**config.mk**
```make
export PLATFORM = sky130hd
export DESIGN_NAME = strap_status
export DESIGN_NICKNAME = d
export VERILOG_FILES = /design/src/verilog/strap_status_pkg.sv /design/src/verilog/strap_status.sv
export VERILOG_INCLUDE_DIRS = /design/src /design/src/verilog
export SDC_FILE = /design/constraint.sdc
export NUM_CORES = 1
export LEC_CHECK = 0
export BUFFER_PORTS_ARGS = -buffer_cell sky130_fd_sc_hd__buf_2
export CAP_MARGIN = 20
export CORE_ASPECT_RATIO = 1.2
export CORE_MARGIN = 5
export CORE_UTILIZATION = 45
export CTS_CLUSTER_SIZE = 20
export DETAILED_ROUTE_END_ITERATION = 16
export GPL_ROUTABILITY_DRIVEN = 0
export HOLD_SLACK_MARGIN = 0.15
export MAX_ROUTING_LAYER = met4
export PLACE_DENSITY = 0.74
export SYNTH_ARGS = -nofsm -noshare
export SYNTH_HDL_FRONTEND = slang
export SYNTH_SLANG_ARGS = --single-unit
```
**constraint.sdc**
```tcl
create_clock -name mclk_i -period 4.2 [get_ports mclk_i]
set_input_delay 0.42 -clock mclk_i [delete_from_list [all_inputs] [get_ports mclk_i]]
set_output_delay 0.42 -clock mclk_i [all_outputs]
set_load 0.005 [all_outputs]
```
**src/verilog/strap_status_regs.svh**
```systemverilog
// Purpose: offsets, field positions, reset values and counts for the strap/status block
// Assumes: byte-wide register port, 7-bit target address
// Notes:   definitions only
`ifndef STRAP_STATUS_REGS_SVH
`define STRAP_STATUS_REGS_SVH

// ****************************************
// register offsets
// ****************************************
`define STATUS_OFS        8'h10
`define MASK_OFS          8'h11
`define SWITCH_CURRENT_LIMIT_OFS          8'h12
`define COMP_OFS          8'h13

// ****************************************
// field positions and reset values
// ****************************************
`define BIT_POWER_GOOD    4
`define BIT_OVER_VOLTAGE  3
`define BIT_OUTPUT_SHORT  2
`define BIT_THERMAL       1
`define BIT_OVER_CURRENT  0
`define MASK_RESET        8'h0f
`define COMP_RESET        3'h0

// ****************************************
// strap decode constants
// ****************************************
`define ADDR_BASE         7'h66
`define STRAP_EXT_FIRST   5'h10

// ****************************************
// latch-off timer
// ****************************************
`define CLK_PERIOD_NS     4
`define LATCH_TIME_US     427
`define LATCH_CYCLES      ((`LATCH_TIME_US * 1000) / `CLK_PERIOD_NS)

`endif

```
**src/verilog/strap_status_pkg.sv**
```systemverilog
// Purpose: types shared by the strap/status block
// Assumes: nothing beyond the header
// Notes:   current limit codes follow the three-bit field
package strap_status_pkg;

   typedef enum logic [2:0] {
      SWITCH_CURRENT_LIMIT_7A0  = 3'h0,
      SWITCH_CURRENT_LIMIT_6A2  = 3'h1,
      SWITCH_CURRENT_LIMIT_5A6  = 3'h2,
      SWITCH_CURRENT_LIMIT_4A6  = 3'h3,
      SWITCH_CURRENT_LIMIT_3A8  = 3'h4,
      SWITCH_CURRENT_LIMIT_2A8  = 3'h5,
      SWITCH_CURRENT_LIMIT_1A8  = 3'h6,
      SWITCH_CURRENT_LIMIT_0A99 = 3'h7
   } current_limit_t;

   typedef enum logic [1:0] {
      RUN_OFF      = 2'h0,
      RUN_ON       = 2'h1,
      RUN_LATCHED  = 2'h2
   } run_state_t;

endpackage

```
**src/verilog/strap_status.sv**
```systemverilog
// Purpose: strap decode, power-good, sticky faults, mask and alert pin
// Assumes: comparator and strap inputs arrive asynchronous to mclk_i
// Notes:   registers reached over a simple byte port behind the serial slave
`timescale 1ns/1ns
`include "strap_status_regs.svh"

module strap_status (
   input  wire logic                             mclk_i,
   input  wire logic                             sys_rst_i,
   input  wire logic                             supply_ok_i,
   input  wire logic                             logic_rail_ok_i,
   input  wire logic                             enable_i,
   input  wire logic [4:0]                       strap_resistor_i,
   input  wire logic                             vout_above_95_i,
   input  wire logic                             vout_below_85_i,
   input  wire logic                             ramp_active_i,
   input  wire logic                             ovp_trip_i,
   input  wire logic                             ovp_release_i,
   input  wire logic                             over_current_i,
   input  wire logic                             short_state_i,
   input  wire logic                             thermal_trip_i,
   input  wire logic [7:0]                       reg_addr_i,
   input  wire logic                             reg_wr_i,
   input  wire logic [7:0]                       reg_wdata_i,
   output logic      [7:0]                       reg_rdata_o,
   output logic      [6:0]                       target_address_o,
   output logic                                  ext_feedback_o,
   output strap_status_pkg::current_limit_t      switch_current_limit_o,
   output logic      [2:0]                       comp_setting_o,
   output logic                                  regulator_on_o,
   output logic                                  clamp_high_off_o,
   output logic                                  clamp_low_on_o,
   output logic                                  discharge_o,
   output logic                                  status_alert_pin_o,
   output logic                                  status_alert_pin_oe_o
);
   import strap_status_pkg::*;

   // ****************************************
   // input synchronisers
   // ****************************************
   // agree stage passes a level only once two samples match, so one-cycle glitches die
   localparam int NS = 11;
   logic [NS-1:0] s1_q, s2_q, s3_q, clean_q;
   wire  [NS-1:0] raw = {supply_ok_i, logic_rail_ok_i, enable_i, vout_above_95_i,
                         vout_below_85_i, ramp_active_i, ovp_trip_i, ovp_release_i,
                         over_current_i, short_state_i, thermal_trip_i};
   genvar gi;
   generate
      for (gi = 0; gi < NS; gi++) begin : g_sync
         always_ff @(posedge mclk_i) begin
            s1_q[gi] <= sys_rst_i ? 1'b0 : raw[gi];
            s2_q[gi] <= sys_rst_i ? 1'b0 : s1_q[gi];
            s3_q[gi] <= sys_rst_i ? 1'b0 : s2_q[gi];
            if (sys_rst_i)
               clean_q[gi] <= 1'b0;
            else if (s2_q[gi] == s3_q[gi])
               clean_q[gi] <= s3_q[gi];
         end
      end
   endgenerate

   // strap pins are static; three stages still guard against a slow settle
   logic [4:0] st1_q, st2_q, st3_q;
   always_ff @(posedge mclk_i) begin
      st1_q <= strap_resistor_i;
      st2_q <= st1_q;
      st3_q <= st2_q;
   end

   wire supply_ok  = clean_q[10];
   wire rail_ok    = clean_q[9];
   wire en         = clean_q[8];
   wire above_95   = clean_q[7];
   wire below_85   = clean_q[6];
   wire ramp       = clean_q[5];
   wire ovp_trip   = clean_q[4];
   wire ovp_rel    = clean_q[3];
   wire oc         = clean_q[2];
   wire short_st   = clean_q[1];
   wire therm      = clean_q[0];

   // ****************************************
   // power domain reset
   // ****************************************
   wire lockout = sys_rst_i | ~supply_ok | ~rail_ok;

   // ****************************************
   // strap capture and decode
   // ****************************************
   logic       strap_done_q;
   logic [4:0] strap_q;
   always_ff @(posedge mclk_i) begin
      if (lockout) begin
         strap_done_q <= 1'b0;
         strap_q      <= 5'h00;
      end else if (!strap_done_q && st2_q == st3_q) begin
         strap_done_q <= 1'b1;
         strap_q      <= st3_q;
      end
   end

   wire [6:0] strap_addr = `ADDR_BASE | {3'h0, strap_q[1], 2'h0, strap_q[0]};
   wire       strap_ext  = strap_q >= `STRAP_EXT_FIRST;
   current_limit_t strap_switch_current_limit;
   always_comb begin
      unique case (strap_q[3:2])
         2'h0: strap_switch_current_limit = SWITCH_CURRENT_LIMIT_7A0;
         2'h1: strap_switch_current_limit = SWITCH_CURRENT_LIMIT_5A6;
         2'h2: strap_switch_current_limit = SWITCH_CURRENT_LIMIT_3A8;
         2'h3: strap_switch_current_limit = SWITCH_CURRENT_LIMIT_1A8;
      endcase
   end

   // ****************************************
   // register port
   // ****************************************
   logic [7:0]     mask_q;
   logic [2:0]     comp_q;
   logic           switch_current_limit_wr_q;
   current_limit_t switch_current_limit_q;
   wire wr_mask = reg_wr_i && reg_addr_i == `MASK_OFS;
   wire wr_switch_current_limit = reg_wr_i && reg_addr_i == `SWITCH_CURRENT_LIMIT_OFS;
   wire wr_comp = reg_wr_i && reg_addr_i == `COMP_OFS;

   always_ff @(posedge mclk_i) begin
      if (lockout) begin
         mask_q    <= `MASK_RESET;
         comp_q    <= `COMP_RESET;
         switch_current_limit_wr_q <= 1'b0;
         switch_current_limit_q    <= SWITCH_CURRENT_LIMIT_7A0;
      end else begin
         if (wr_mask)
            mask_q <= {3'h0, reg_wdata_i[4:0]};
         if (wr_comp)
            comp_q <= reg_wdata_i[2:0];
         if (wr_switch_current_limit) begin
            switch_current_limit_wr_q <= 1'b1;
            switch_current_limit_q    <= current_limit_t'(reg_wdata_i[2:0]);
         end
      end
   end

   // ****************************************
   // run state, faults, power-good
   // ****************************************
   run_state_t run_q;
   logic [3:0] fault_q;
   logic       pgood_q;
   logic       clamp_q;
   logic [31:0] ocp_cnt_q;
   logic        en_prev_q;

   wire en_fall   = en_prev_q & ~en;
   wire ocp_latch = run_q == RUN_ON && oc && ocp_cnt_q == 32'(`LATCH_CYCLES - 1);
   wire th_latch  = run_q == RUN_ON && therm;

   always_ff @(posedge mclk_i) begin
      if (lockout) begin
         en_prev_q <= 1'b0;
         ocp_cnt_q <= 32'h0;
      end else begin
         en_prev_q <= en;
         ocp_cnt_q <= (run_q == RUN_ON && oc) ? ocp_cnt_q + 32'h1 : 32'h0;
      end
   end

   always_ff @(posedge mclk_i) begin
      if (lockout) begin
         run_q   <= RUN_OFF;
         fault_q <= 4'h0;
         pgood_q <= 1'b0;
         clamp_q <= 1'b0;
      end else begin
         // enable falling is the power cycle that drops sticky faults
         if (en_fall)
            fault_q <= 4'h0;
         // later bit writes win, so an event in the clearing cycle is kept
         if (ovp_trip && run_q == RUN_ON)
            fault_q[`BIT_OVER_VOLTAGE] <= 1'b1;
         if (ocp_latch) begin
            fault_q[`BIT_OVER_CURRENT] <= 1'b1;
            if (short_st)
               fault_q[`BIT_OUTPUT_SHORT] <= 1'b1;
         end
         if (th_latch)
            fault_q[`BIT_THERMAL] <= 1'b1;
         if (ovp_trip && run_q == RUN_ON)
            clamp_q <= 1'b1;
         else if (ovp_rel || run_q != RUN_ON)
            clamp_q <= 1'b0;
         unique case (run_q)
            RUN_OFF: begin
               if (en)
                  run_q <= RUN_ON;
            end
            RUN_ON: begin
               if (!en)
                  run_q <= RUN_OFF;
               else if (ocp_latch || th_latch)
                  run_q <= RUN_LATCHED;
            end
            RUN_LATCHED: begin
               if (!en)
                  run_q <= RUN_OFF;
            end
            default: run_q <= RUN_OFF;
         endcase
         if (run_q == RUN_ON && !ramp) begin
            if (below_85)
               pgood_q <= 1'b0;
            else if (above_95)
               pgood_q <= 1'b1;
         end
      end
   end

   wire [7:0] status = {3'h0, pgood_q, fault_q};
   wire       alert  = |(status & ~mask_q);

   // ****************************************
   // outputs
   // ****************************************
   logic thermal_latched_q;
   always_ff @(posedge mclk_i) begin
      if (lockout)
         thermal_latched_q <= 1'b0;
      else if (th_latch)
         thermal_latched_q <= 1'b1;
      else if (en_fall)
         thermal_latched_q <= 1'b0;
   end

   always_comb begin
      unique case (reg_addr_i)
         `STATUS_OFS: reg_rdata_o = status;
         `MASK_OFS:   reg_rdata_o = mask_q;
         `SWITCH_CURRENT_LIMIT_OFS:   reg_rdata_o = {5'h0, switch_current_limit_o};
         `COMP_OFS:   reg_rdata_o = {5'h0, comp_q};
         default:     reg_rdata_o = 8'h00;
      endcase
   end

   assign target_address_o       = strap_addr;
   assign ext_feedback_o         = strap_ext;
   assign switch_current_limit_o = switch_current_limit_wr_q ? switch_current_limit_q : strap_switch_current_limit;
   assign comp_setting_o         = comp_q;
   assign regulator_on_o         = run_q == RUN_ON && !lockout;
   assign clamp_high_off_o       = clamp_q;
   assign clamp_low_on_o         = clamp_q;
   // discharge on latch-off except thermal
   assign discharge_o            = run_q == RUN_LATCHED && !thermal_latched_q;
   assign status_alert_pin_o     = 1'b0;
   assign status_alert_pin_oe_o  = alert;

   // ****************************************
   // assertions
   // ****************************************
   alert_drive_a: assert property (@(posedge mclk_i) disable iff (sys_rst_i)
      status_alert_pin_oe_o == |({3'h0, pgood_q, fault_q} & ~mask_q))
      else $error("alert enable disagrees with unmasked flags");
   fault_sticky_a: assert property (@(posedge mclk_i) disable iff (lockout)
      (fault_q != 4'h0 && !en_fall) |=> ($past(fault_q) & ~fault_q) == 4'h0)
      else $error("fault flag dropped without power cycle");
   pgood_freeze_a: assert property (@(posedge mclk_i) disable iff (lockout)
      ramp |=> pgood_q == $past(pgood_q))
      else $error("power good moved during ramp");
   pgood_clear_a: assert property (@(posedge mclk_i) disable iff (lockout)
      (run_q == RUN_ON && !ramp && below_85) |=> !pgood_q)
      else $error("power good not cleared below 85 percent");
   switch_current_limit_priority_a: assert property (@(posedge mclk_i) disable iff (lockout)
      wr_switch_current_limit |=> switch_current_limit_o == current_limit_t'($past(reg_wdata_i[2:0])))
      else $error("bus current limit not applied");
   short_pair_a: assert property (@(posedge mclk_i) disable iff (lockout)
      (ocp_latch && short_st && !en_fall) |=> fault_q[2] && fault_q[0])
      else $error("short latch-off flags missing");
   lockout_reset_a: assert property (@(posedge mclk_i)
      lockout |=> mask_q == `MASK_RESET && fault_q == 4'h0 && !regulator_on_o)
      else $error("lockout did not reset registers");
   ovp_clamp_a: assert property (@(posedge mclk_i) disable iff (lockout)
      (ovp_trip && run_q == RUN_ON) |=> clamp_q && fault_q[3] ##0 clamp_low_on_o)
      else $error("over-voltage clamp not engaged");

   // ****************************************
   // assertions: strap, register port, power-good, clamp, latch-off
   // ****************************************
   strap_capture_a: assert property (@(posedge mclk_i) disable iff (lockout)
      (!strap_done_q && st2_q == st3_q) |=> strap_done_q && strap_q == $past(st3_q))
      else $error("strap code not captured");
   strap_hold_a: assert property (@(posedge mclk_i) disable iff (lockout)
      strap_done_q |=> $stable(strap_q))
      else $error("strap code moved after capture");
   addr_decode_a: assert property (@(posedge mclk_i) disable iff (lockout)
      strap_done_q |-> target_address_o[6:4] == 3'h6 && target_address_o[2:1] == 2'h3)
      else $error("target address outside its four values");
   ext_select_a: assert property (@(posedge mclk_i) disable iff (lockout)
      strap_done_q |-> ext_feedback_o == (strap_q > 5'h0f))
      else $error("feedback source disagrees with strap code");
   mask_write_a: assert property (@(posedge mclk_i) disable iff (lockout)
      wr_mask |=> mask_q == {3'h0, $past(reg_wdata_i[4:0])})
      else $error("mask write not applied");
   comp_write_a: assert property (@(posedge mclk_i) disable iff (lockout)
      wr_comp |=> comp_setting_o == $past(reg_wdata_i[2:0]))
      else $error("compensation write not applied");
   pgood_set_a: assert property (@(posedge mclk_i) disable iff (lockout)
      (run_q == RUN_ON && !ramp && above_95 && !below_85) |=> pgood_q)
      else $error("power good not set above 95 percent");
   pgood_idle_a: assert property (@(posedge mclk_i) disable iff (lockout)
      run_q != RUN_ON |=> $stable(pgood_q))
      else $error("power good moved while not running");
   clamp_release_a: assert property (@(posedge mclk_i) disable iff (lockout)
      (ovp_rel && !ovp_trip) |=> !clamp_q)
      else $error("over-voltage clamp not released");
   thermal_latch_a: assert property (@(posedge mclk_i) disable iff (lockout)
      (th_latch && en) |=> run_q == RUN_LATCHED && fault_q[`BIT_THERMAL] && !discharge_o)
      else $error("thermal trip did not latch off cleanly");
   latch_hold_a: assert property (@(posedge mclk_i) disable iff (lockout)
      (run_q == RUN_LATCHED && en) |=> run_q == RUN_LATCHED)
      else $error("latch-off left while enabled");
   fault_clear_a: assert property (@(posedge mclk_i) disable iff (lockout)
      (en_fall && !ovp_trip && !ocp_latch && !th_latch) |=> fault_q == 4'h0)
      else $error("enable power cycle did not clear faults");

endmodule

```
==> impl_metrics.py, run 1 <==
metrics = {
    "timing": {
        "relSlewSlack_pct": 42.81,
        "fin_crit_sh_pct": 62.27,
        "max_clock_freq_mhz": 382.4,
        "min_period_ns": 2.615,
        "rsz0062_at_grt": "no",
        "setup_tns_ns": 0,
        "slew_viol_final": 0,
        "holdWs_ns": 0.2123,
        "worst_slack_ns": 1.585,
        "fin_skew_ns": 0.008050,
        "hold_viol_final": 0,
        "setup_violations": 0,
        "worstMarginPinSlew_ns": 0.8554,
    },
    "worst_setup_path": {
        "crit_required_ns": 3.78,
        "end_kind": "output pin",
        "cp.arrival_ns": 2.20,
        "reg2reg_to": "ocp_cnt_q[30]$_SDFF_PP0_",
        "r2r-start": "ocp_cnt_q[13]$_SDFF_PP0_",
        "reg2reg_depth": 4,
        "start_kind": "input pin",
        "critPathKind": "input pin to output pin",
        "rrSetupSlack_ns": 2.02,
        "cp_max_fo": 46,
    },
    "pwr": {
        "p_per_area_mw_per_mm2": 478.8,
        "seq_power_share_pct": 43.9,
        "ir_drop_uv": 436.7,
        "internal-power_uw": 2011,
        "p_sw_share_pct": 23.09,
        "p_comb_share_pct": 2.2,
        "p_sw_uw": 603.6,
        "power_leakage_uw": 0.002024,
        "clockPowerShare_pct": 53.9,
    },
    "yosys": {
        "yosys-top-cells-area": "dfxtp_1, nor2b_1, mux2i_1",
        "synth.distinct_cells": 49,
        "synth_top_area_share_pct": 51.61,
        "yosysWarningCount": 0,
        "ys_ff_latch": 118,
        "synth_edf_count": 0,
        "async_flop_share_pct": 0,
        "synth_top_area_cell": "dfxtp_1",
        "ys_seq_area_share_pct": 51.61,
        "syn_avg_cell_area_um2": 9.496,
        "netlist_area_mm2": 0.004577,
        "ys.flop_type": "dfxtp_1",
        "syn_inst": 482,
    },
    "cts": {
        "clk_pin_slew_ns": 0.06,
        "cts_setup_buffers": 0,
        "clock_sinks": 118,
        "cts_tree": "done",
        "root_buffer": "clkbuf_16",
        "clkLatencyLatePin_ns": 0.41,
        "htreeDepth": 4,
        "cts.path.max_buffers": 2,
        "cts_resized": 0,
        "cts_buffers": 17,
    },
    "floorplan": {
        "fp-row-count": 40,
        "core_mm2": 0.01001,
        "die_w_um": 102.1,
        "io_pins": 63,
        "fp.dieH_um": 120.5,
        "die_area_mm2": 0.01230,
        "initial_core_util_pct": 45.73,
    },
    "cells_and_area": {
        "fin_util_pct": 54.55,
        "design_area_mm2": 0.005460,
        "multiInputGateArea_mm2": 0.002001,
        "layout-drive-gt1-share_pct": 16.70,
        "layout.nets": 563,
        "seq_area_mm2": 0.002362,
        "final_common_cell": "dfxtp_1",
        "num_antenna_cells": 0,
        "syn_to_final_growth_pct": 19.30,
        "mostFrequentLayoutCells": "dfxtp_1, buf_2, nor2b_1",
        "n_fill_cell": 869,
    },
    "grt": {
        "grt_max_degree": 47,
        "antenna_found_initial": 0,
        "track_usage_pct": 15.76,
        "grt_pass1_wl_mm": 14.92,
        "overflow": 0,
        "first_global_vias": 3234,
    },
    "hold_path": {
        "holdPathStages": 2,
        "worstHoldPathType": "input pin to register",
        "min_to": "s1_q[4]$_SDFF_PP0_",
        "hold_start": "ovp_trip_i",
    },
    "place": {
        "dp_slack_ns": 1.563,
        "place_hpwl_mm": 5.891,
        "placed_area_mm2": 0.004823,
        "portBuffers": 50,
    },
    "route": {
        "drc_errors": 0,
        "wl_per_cell_um": 13.18,
        "first_pass_iters": 4,
        "vias": 3491,
        "antenna_left": 0,
        "viasPerCell": 5.250,
        "wl_mm": 8.762,
        "drtIter0Drc": 202,
    },
    "job": {
        "cap_viol_max_count": 0,
    },
    "run_status": {
        "outcome": "finished clean",
    },
}
through the flow:
stage / total power [uW] / std cells
6_report: 2614 / 665
5_1_grt: 2708 / 665
4_1_cts: 2639 / 665
3_5_place_dp: 1226 / 628
3_3_place_gp: 1223 / 628
2_1_floorplan: 1210 / 489
sequential cells by signal, summed over array words and instances (netlist names), 2 cells and up:
name / cells
s2_q: 11
mask_q: 5
comp_setting_o: 3
s1_q: 11
fault_q: 4
strap_q: 5
run_q: 2
st2_q: 5
switch_current_limit_q: 3
st3_q: 5
ocp_cnt_q: 32
s3_q: 11
st1_q: 5
per-layer routing:
layer | share of wire [%] | track usage, % | wire length, um
met4 | 1.3 | 6.973 | 116
met2 | 52 | 25.45 | 4558
met5 | 0 | - | 0
met3 | 4.0 | 5.251 | 347
met1 | 43 | 17.63 | 3740
critical path, cell delays in order:
cell and delay, ns:
buf_2 0.33, nand3b_1 0.77, nor2_1 0.46, buf_2 0.19
cell usage after synthesis, types with 3 or more instances:
cell type  count
nor4_1        11
clkbuf_1      20
and4_1         6
nand2b_1      12
mux4_2         3
a21oi_1       33
nand2_1       37
buf_4         12
and2_1         3
nand3_1       18
nand4_1       13
nor4b_1        3
nor3_1         5
or4_1         11
or3_1          3
dfxtp_1      118
and3_1         4
xor2_1         6
buf_2          3
xnor2_1        7
mux2i_1       20
nor2_1        24
inv_1         14
o31ai_1        8
nor2b_1       38
o21ai_0       20
cell families (layout without fill, tap and decap cells):
family | count (synthesis) | in the layout | synth area share [%]
and+or+nand+nor | 196 | 196 | 23.95
AOI/OAI and AO/OA | 75 | 75 | 9.650
muxes | 25 | 25 | 6.342
buffers and inverters | 51 | 101 | 5.249
other | 2 | 9 | 0.1641
adders and majority gates | 2 | 2 | 0.5467
xor gates and xnor gates | 13 | 13 | 2.488
DFF | 118 | 118 | 51.61
timing repair:
action / 4_1_cts / 5_1_grt
hold buffers: 5 / 0
hold endpoints to repair: 5 / 0
setup endpoints to repair: 0 / 0
cell type report:
type	count	area share, %
Timing Repair Buffer	55	5.500
Inverter	14	0.9624
Multi-Input combinational cell	320	36.64
Tap cell	126	2.887
Sequential cell	118	43.26
Clock buffer	17	7.791
Clock inverter	15	2.956
how the worst max path moves through the flow:
stage	endpoint	from	depth (start not counted)	slack, ns
final	regulator_on_o	sys_rst_i	4	1.58
after detailed placement	regulator_on_o	sys_rst_i	4	1.56
after CTS	regulator_on_o	sys_rst_i	4	1.56
after global routing	regulator_on_o	sys_rst_i	4	1.38
after floorplan	ocp_cnt_q[27]$_SDFF_PP0_	ocp_cnt_q[12]$_SDFF_PP0_	6	2.35
after global placement	ocp_cnt_q[20]$_SDFF_PP0_	sys_rst_i	5	1.60
power by group through the flow:
stage	sequential (uW)	clock (uW)	combinational, uW
final	1150	1410	57.1
after global routing	1150	1490	64.9
after CTS	1150	1430	57.4
after detailed placement	1170	0	52.7
after global placement	1170	0	50.6
after floorplan	1170	0	39.4
Power figures use the tool's default switching activity.
==> run 2, diff against run 1 <==
--- a/config.mk
+++ b/config.mk
@@ -6,6 +6,7 @@
 export SDC_FILE = /design/constraint.sdc
 export NUM_CORES = 1
 export LEC_CHECK = 0
+export ABC_AREA = 1
 export BUFFER_PORTS_ARGS = -buffer_cell sky130_fd_sc_hd__buf_2
 export CAP_MARGIN = 20
 export CORE_ASPECT_RATIO = 1.2
==> constraint.sdc (replaced) <==
create_clock -name mclk_i -period 2.5 [get_ports mclk_i]
set_input_delay 0.25 -clock mclk_i [delete_from_list [all_inputs] [get_ports mclk_i]]
set_output_delay 0.25 -clock mclk_i [all_outputs]
set_load 0.005 [all_outputs]
==> impl_metrics.py, run 2 <==
metrics = {
    "yosys": {
        "synth_top_area_share_pct": 48.08,
        "synth_xor_area_share_pct": 1.426,
        "synth.distinct_cells": 40,
        "synthSimpleGateAreaFrac_pct": 27.99,
        "ys_ff_latch": 118,
        "synth_top_family_by_area": "simple AND/OR/NAND/NOR gates",
        "yosysWarningCount": 0,
        "synthAdderAreaFrac_pct": 0.5093,
        "ys_seq_area_share_pct": 48.08,
        "synth_compound_area_share_pct": 9.855,
        "yosys-top-cells-area": "dfxtp_1, nand2_1, inv_1",
        "synth_top_area_cell": "dfxtp_1",
        "syn_avg_cell_area_um2": 7.524,
        "netlist_top_cells_count": "dfxtp_1, nand2_1, inv_1",
        "ys.flop_type": "dfxtp_1",
        "synthMuxAreaShare_pct": 0,
        "netlist_area_mm2": 0.004913,
        "synth_edf_count": 0,
        "synth_most_common_cell": "dfxtp_1",
        "syn_inst": 653,
        "async_flop_share_pct": 0,
    },
    "timing": {
        "setup_violations": 0,
        "setup_tns_ns": 0,
        "hold_viol_final": 0,
        "relSlewSlack_pct": 49.80,
        "rsz0062_at_grt": "no",
        "min_period_ns": 1.890,
        "worstMarginPinSlew_ns": 0.7522,
        "max_clock_freq_mhz": 529.1,
        "fin_crit_sh_pct": 75.61,
        "slew_viol_final": 0,
        "holdWs_ns": 0.2227,
        "fin_skew_ns": 0.005929,
    },
    "cts": {
        "root_buffer": "clkbuf_16",
        "clkLatencyLatePin_ns": 0.40,
        "cts_setup_buffers": 0,
        "cts.path.max_buffers": 2,
        "htreeDepth": 4,
        "clock_sinks": 118,
        "cts_tree": "done",
        "cts_buffers": 17,
        "clk_pin_slew_ns": 0.06,
    },
    "run_status": {
        "outcome": "finished clean",
    },
    "cells_and_area": {
        "layout-drive-gt1-share_pct": 14.86,
        "final_common_cell": "dfxtp_1",
        "num_antenna_cells": 0,
        "design_area_mm2": 0.005973,
        "n_fill_cell": 921,
        "largest_reg_flops": 32,
        "syn_to_final_growth_pct": 21.57,
        "mostFrequentLayoutCells": "dfxtp_1, nand2_1, inv_1",
        "layout.nets": 765,
        "fin_util_pct": 56.25,
        "largest-register": "ocp_cnt_q",
    },
    "worst_setup_path": {
        "critPathKind": "register to register",
        "cp_max_fo": 22,
        "start_kind": "register",
        "rrSetupSlack_ns": 0.61,
        "cp.arrival_ns": 2.19,
        "crit_required_ns": 2.79,
        "end_kind": "register",
        "r2r-start": "run_q[1]$_SDFFE_PP0P_",
        "reg2reg_to": "ocp_cnt_q[14]$_SDFF_PP0_",
        "reg2reg_depth": 9,
    },
    "hold_path": {
        "worstHoldPathType": "input pin to register",
        "hold_start": "reg_wr_i",
        "holdPathStages": 3,
        "min_to": "mask_q[4]$_SDFFE_PP0P_",
    },
    "floorplan": {
        "fp-row-count": 41,
        "fp.dieH_um": 124.5,
        "io_pins": 63,
        "die_area_mm2": 0.01312,
        "core_mm2": 0.01062,
        "initial_core_util_pct": 46.27,
        "die_w_um": 105.4,
    },
    "grt": {
        "track_usage_pct": 16.83,
        "antenna_found_initial": 0,
        "overflow": 0,
        "grt_pass1_wl_mm": 17.78,
        "first_global_vias": 4098,
        "grt_max_degree": 45,
    },
    "job": {
        "cap_viol_max_count": 0,
    },
    "pwr": {
        "ir_drop_uv": 380.3,
        "p_per_area_mw_per_mm2": 717.8,
        "p_sw_uw": 943.3,
        "internal-power_uw": 3344,
        "power.total_uw": 4287,
        "p_comb_share_pct": 2.6,
        "p_sw_share_pct": 22.00,
        "clockPowerShare_pct": 52.3,
        "power_leakage_uw": 0.002454,
        "seq_power_share_pct": 45.1,
    },
    "route": {
        "first_pass_iters": 5,
        "wl_per_cell_um": 12.01,
        "drtIter0Drc": 318,
        "viasPerCell": 4.902,
        "drc_errors": 0,
        "antenna_left": 0,
        "vias": 4260,
        "wl_mm": 10.43,
    },
    "place": {
        "place_hpwl_mm": 7.319,
        "portBuffers": 50,
        "placed_area_mm2": 0.005209,
    },
}
## run 2: cell types whose count changed after synthesis, moves of 9 or more
| cell | before | now |
|---|---|---|
| nand2_1 | 37 | 114 |
| mux2i_1 | 20 | 0 |
| or4_1 | 11 | 0 |
| nor2_1 | 24 | 99 |
| nor2b_1 | 38 | 0 |
| inv_1 | 14 | 111 |
| clkbuf_1 | 20 | 6 |
| nor3_1 | 5 | 17 |
| nor4_1 | 11 | 2 |
| nand2b_1 | 12 | 0 |
| a21oi_1 | 33 | 45 |
## run 2: layout make-up
type | count | area [um2] | share of cell area, %
multi-input cells | 404 | 1988 | 33.28
clock inverters | 13 | 125.1 | 2.095
flip-flops and latches | 118 | 2362 | 39.55
inverters | 113 | 424.2 | 7.101
well taps | 129 | 161.4 | 2.702
repair buffers | 74 | 483.0 | 8.085
clock buffers | 18 | 429.2 | 7.185
## run 2: power groups by stage
stage | combinational [uW] | sequential [uW] | clock [uW]
finish | 113 | 1930 | 2240
floorplan | 62.5 | 1970 | 0
detailed placement | 86.9 | 1970 | 0
global placement | 84.6 | 1970 | 0
CTS | 113 | 1930 | 2290
global route | 128 | 1930 | 2380
## run 2: logic make-up (layout without fill, tap and decap cells)
family / count (synthesis) / count (layout)
buf+inv: 138 / 218
xor+xnor: 8 / 8
fa+ha+maj: 2 / 2
simple gates: 296 / 296
other cells: 2 / 9
compound gates: 89 / 89
flops: 118 / 118
## run 2: worst max path at each step
| stage | start | endpoint | slack [ns] | cells past startpoint |
|---|---|---|---|---|
| 3_3_place_gp | sys_rst_i | ocp_cnt_q[14]$_SDFF_PP0_ | 0.67 | 8 |
| 5_1_grt | run_q[1]$_SDFFE_PP0P_ | ocp_cnt_q[14]$_SDFF_PP0_ | 0.50 | 9 |
| 4_1_cts | run_q[1]$_SDFFE_PP0P_ | ocp_cnt_q[14]$_SDFF_PP0_ | 0.61 | 9 |
| 3_5_place_dp | run_q[1]$_SDFFE_PP0P_ | ocp_cnt_q[14]$_SDFF_PP0_ | 0.62 | 9 |
| 6_report | run_q[1]$_SDFFE_PP0P_ | ocp_cnt_q[14]$_SDFF_PP0_ | 0.61 | 9 |
| 2_1_floorplan | ocp_cnt_q[0]$_SDFF_PP0_ | ocp_cnt_q[20]$_SDFF_PP0_ | 1.04 | 8 |
## run 2: stage by stage
stage / std cells / setup slack (ns)
after floorplan: 660 / 1.043
after global placement: 817 / 0.6672
after detailed placement: 817 / 0.6219
after CTS: 869 / 0.6092
after global routing: 869 / 0.5046
final: 869 / 0.6099
## run 2: per-layer routing
layer / up-vias / track usage (%) / share of wire (%)
li1: 2183 / - / -
met1: 1931 / 18.51 / 43
met2: 127 / 28.79 / 50
met3: 19 / 4.510 / 5.1
met4: 0 / 6.564 / 2.0
met5: - / - / 0
## run 2: critical path: stages, from the launching register on
cell,delay (ns)
dfxtp_1,0.34
inv_1,0.08
nand2_1,0.11
inv_1,0.08
nand2_1,0.16
nor2_2,0.04
buf_4,0.18
inv_1,0.56
a21oi_1,0.09
o21a_1,0.14
## run 2: what timing repair did
action	CTS	global route
resized for setup	0	0
hold endpoints to repair	21	0
hold buffers	21	0
==> run 3, diff against run 2 <==
==> constraint.sdc (replaced) <==
create_clock -name mclk_i -period 1.9 [get_ports mclk_i]
set_input_delay 0.19 -clock mclk_i [delete_from_list [all_inputs] [get_ports mclk_i]]
set_output_delay 0.19 -clock mclk_i [all_outputs]
set_load 0.005 [all_outputs]
==> impl_metrics.py, run 3 (same netlist as run 2, synthesis figures left out) <==
metrics = {
    "route": {
        "viasPerCell": 4.910,
        "drc_errors": 0,
        "drtIter0Drc": 235,
        "wl_met2_mm": 5.294,
        "antenna_left": 0,
        "first_pass_iters": 5,
        "wl_met1_mm": 4.288,
        "top_layer_used": "met4",
        "wl_mm": 10.38,
        "route.met3.wl_um": 539,
        "vias": 4286,
        "wl_per_cell_um": 11.89,
    },
    "cells_and_area": {
        "largest-register": "ocp_cnt_q",
        "n_fill_cell": 934,
        "layout-drive-gt1-share_pct": 15.32,
        "syn_to_final_growth_pct": 23.05,
        "seq_area_mm2": 0.002362,
        "final_cells": 873,
        "num_antenna_cells": 0,
        "multiInputGateArea_mm2": 0.001988,
        "fin_util_pct": 56.93,
        "final_common_cell": "dfxtp_1",
        "layout.nets": 768,
        "largest_reg_flops": 32,
        "mostFrequentLayoutCells": "dfxtp_1, nand2_1, inv_1",
    },
    "timing": {
        "hold_viol_final": 0,
        "rsz0062_at_grt": "no",
        "setup_tns_ns": 0,
        "max_clock_freq_mhz": 579.3,
        "setup_violations": 0,
        "holdWs_ns": 0.1718,
        "min_period_ns": 1.726,
        "fin_crit_sh_pct": 90.85,
        "slew_viol_final": 0,
        "relSlewSlack_pct": 66.25,
        "fin_skew_ns": 0.007563,
        "worstMarginPinSlew_ns": 0.5016,
    },
    "grt": {
        "overflow": 0,
        "grt_max_degree": 45,
        "track_usage_pct": 16.91,
        "first_global_vias": 4047,
        "grt_pass1_wl_mm": 17.91,
        "antenna_found_initial": 0,
    },
    "floorplan": {
        "initial_core_util_pct": 46.27,
        "io_pins": 63,
        "fp.dieH_um": 124.5,
        "core_mm2": 0.01062,
        "die_area_mm2": 0.01312,
        "die_w_um": 105.4,
        "fp-row-count": 41,
    },
    "pwr": {
        "p_per_area_mw_per_mm2": 964.1,
        "p_sw_uw": 1453,
        "internal-power_uw": 4376,
        "p_sw_share_pct": 24.93,
        "power_leakage_uw": 0.002510,
        "power.total_uw": 5829,
        "p_comb_share_pct": 2.6,
        "clockPowerShare_pct": 53.9,
        "ir_drop_uv": 545.4,
        "seq_power_share_pct": 43.6,
    },
    "place": {
        "dp_cells": 819,
        "portBuffers": 50,
        "place_hpwl_mm": 7.449,
    },
    "cts": {
        "cts_tree": "done",
        "cts.path.max_buffers": 2,
        "clock_sinks": 118,
        "htreeDepth": 4,
        "cts_buffers": 17,
        "clk_pin_slew_ns": 0.06,
        "root_buffer": "clkbuf_16",
        "clkLatencyLatePin_ns": 0.41,
    },
    "worst_setup_path": {
        "cp_max_fo": 19,
        "crit_chain": "inv_1 > nor3_2 > buf_4 > o21ai_0 > a21oi_1 > dlygate4sd3_1",
        "max_stage_delay_ns": 0.55,
        "cp.arrival_ns": 2.08,
        "critical-path-slowest-cell": "dlygate4sd3_1",
        "start_kind": "register",
        "critPathKind": "register to register",
        "end_kind": "register",
        "crit_required_ns": 2.25,
    },
    "hold_path": {
        "worstHoldPathType": "input pin to register",
    },
    "job": {
        "cap_viol_max_count": 0,
    },
    "run_status": {
        "outcome": "finished clean",
    },
}
==> run 3: changes by cell type in the layout (fill, tap and decap cells not counted), sizes merged <==
cell,before,now
bufinv,1,0
buf,53,55
clkbuf,18,17
inv,117,124
dlygate4sd3,21,22
clkinv,3,4
clkinvlp,5,0
==> run 3: routing by layer <==
layer  track usage, %  vias up
met4            6.873        0
met3            4.406       26
met1            18.58     1929
li1                 -     2197
met5                -        -
met2            28.90      134
==> run 3: cell type report <==
cell class / count / area share [%]
clock buffers: 17 / 7.036
clock inverters: 15 / 2.918
inverters: 113 / 7.016
multi-input cells: 404 / 32.88
flip-flops and latches: 118 / 39.07
well taps: 129 / 2.670
repair buffers: 77 / 8.402
==> run 3: final timing paths <==
kind                           from                      to  slack, ns  cells past startpoint
max          supply_ok$_SDFFE_PP0N_  mask_q[4]$_SDFFE_PP0P_       0.17                      6
min                        reg_wr_i  mask_q[2]$_SDFFE_PP1P_       0.17                      4
max reg2reg  supply_ok$_SDFFE_PP0N_  mask_q[4]$_SDFFE_PP0P_       0.17                      6
min reg2reg        st1_q[1]$_DFF_P_        st2_q[1]$_DFF_P_       0.33                      0
==> run 3: critical path: cells and delay by family (launching register included) <==
family                 cells  cell delay, ns
AOI/OAI and AO/OA          2            0.23
buffers and inverters      3            0.88
DFF                        1            0.33
and+or+nand+nor            1            0.22
==> run 3: through the flow <==
step,cell area [um2],setup WS (ns)
4_1_cts,6046,0.1498
6_report,6046,0.1739
3_3_place_gp,5224,0.2784
2_1_floorplan,4940,0.4425
5_1_grt,6046,0.02814
3_5_place_dp,5224,0.2321
==> run 3: what timing repair did <==
item                                   4_1_cts  5_1_grt
hold buffers                                22        0
endpoints found under the hold margin       27        0
gates resized for setup                      0        0
setup buffers                                0        0
==> run 3: power by group through the flow <==
stage	Combinational [uW]	Clock (uW)	Sequential, uW
after floorplan	82.3	0	2590
after detailed placement	115	0	2590
final	150	3140	2540
after CTS	150	3190	2540
after global placement	111	0	2590
after global routing	170	3320	2540
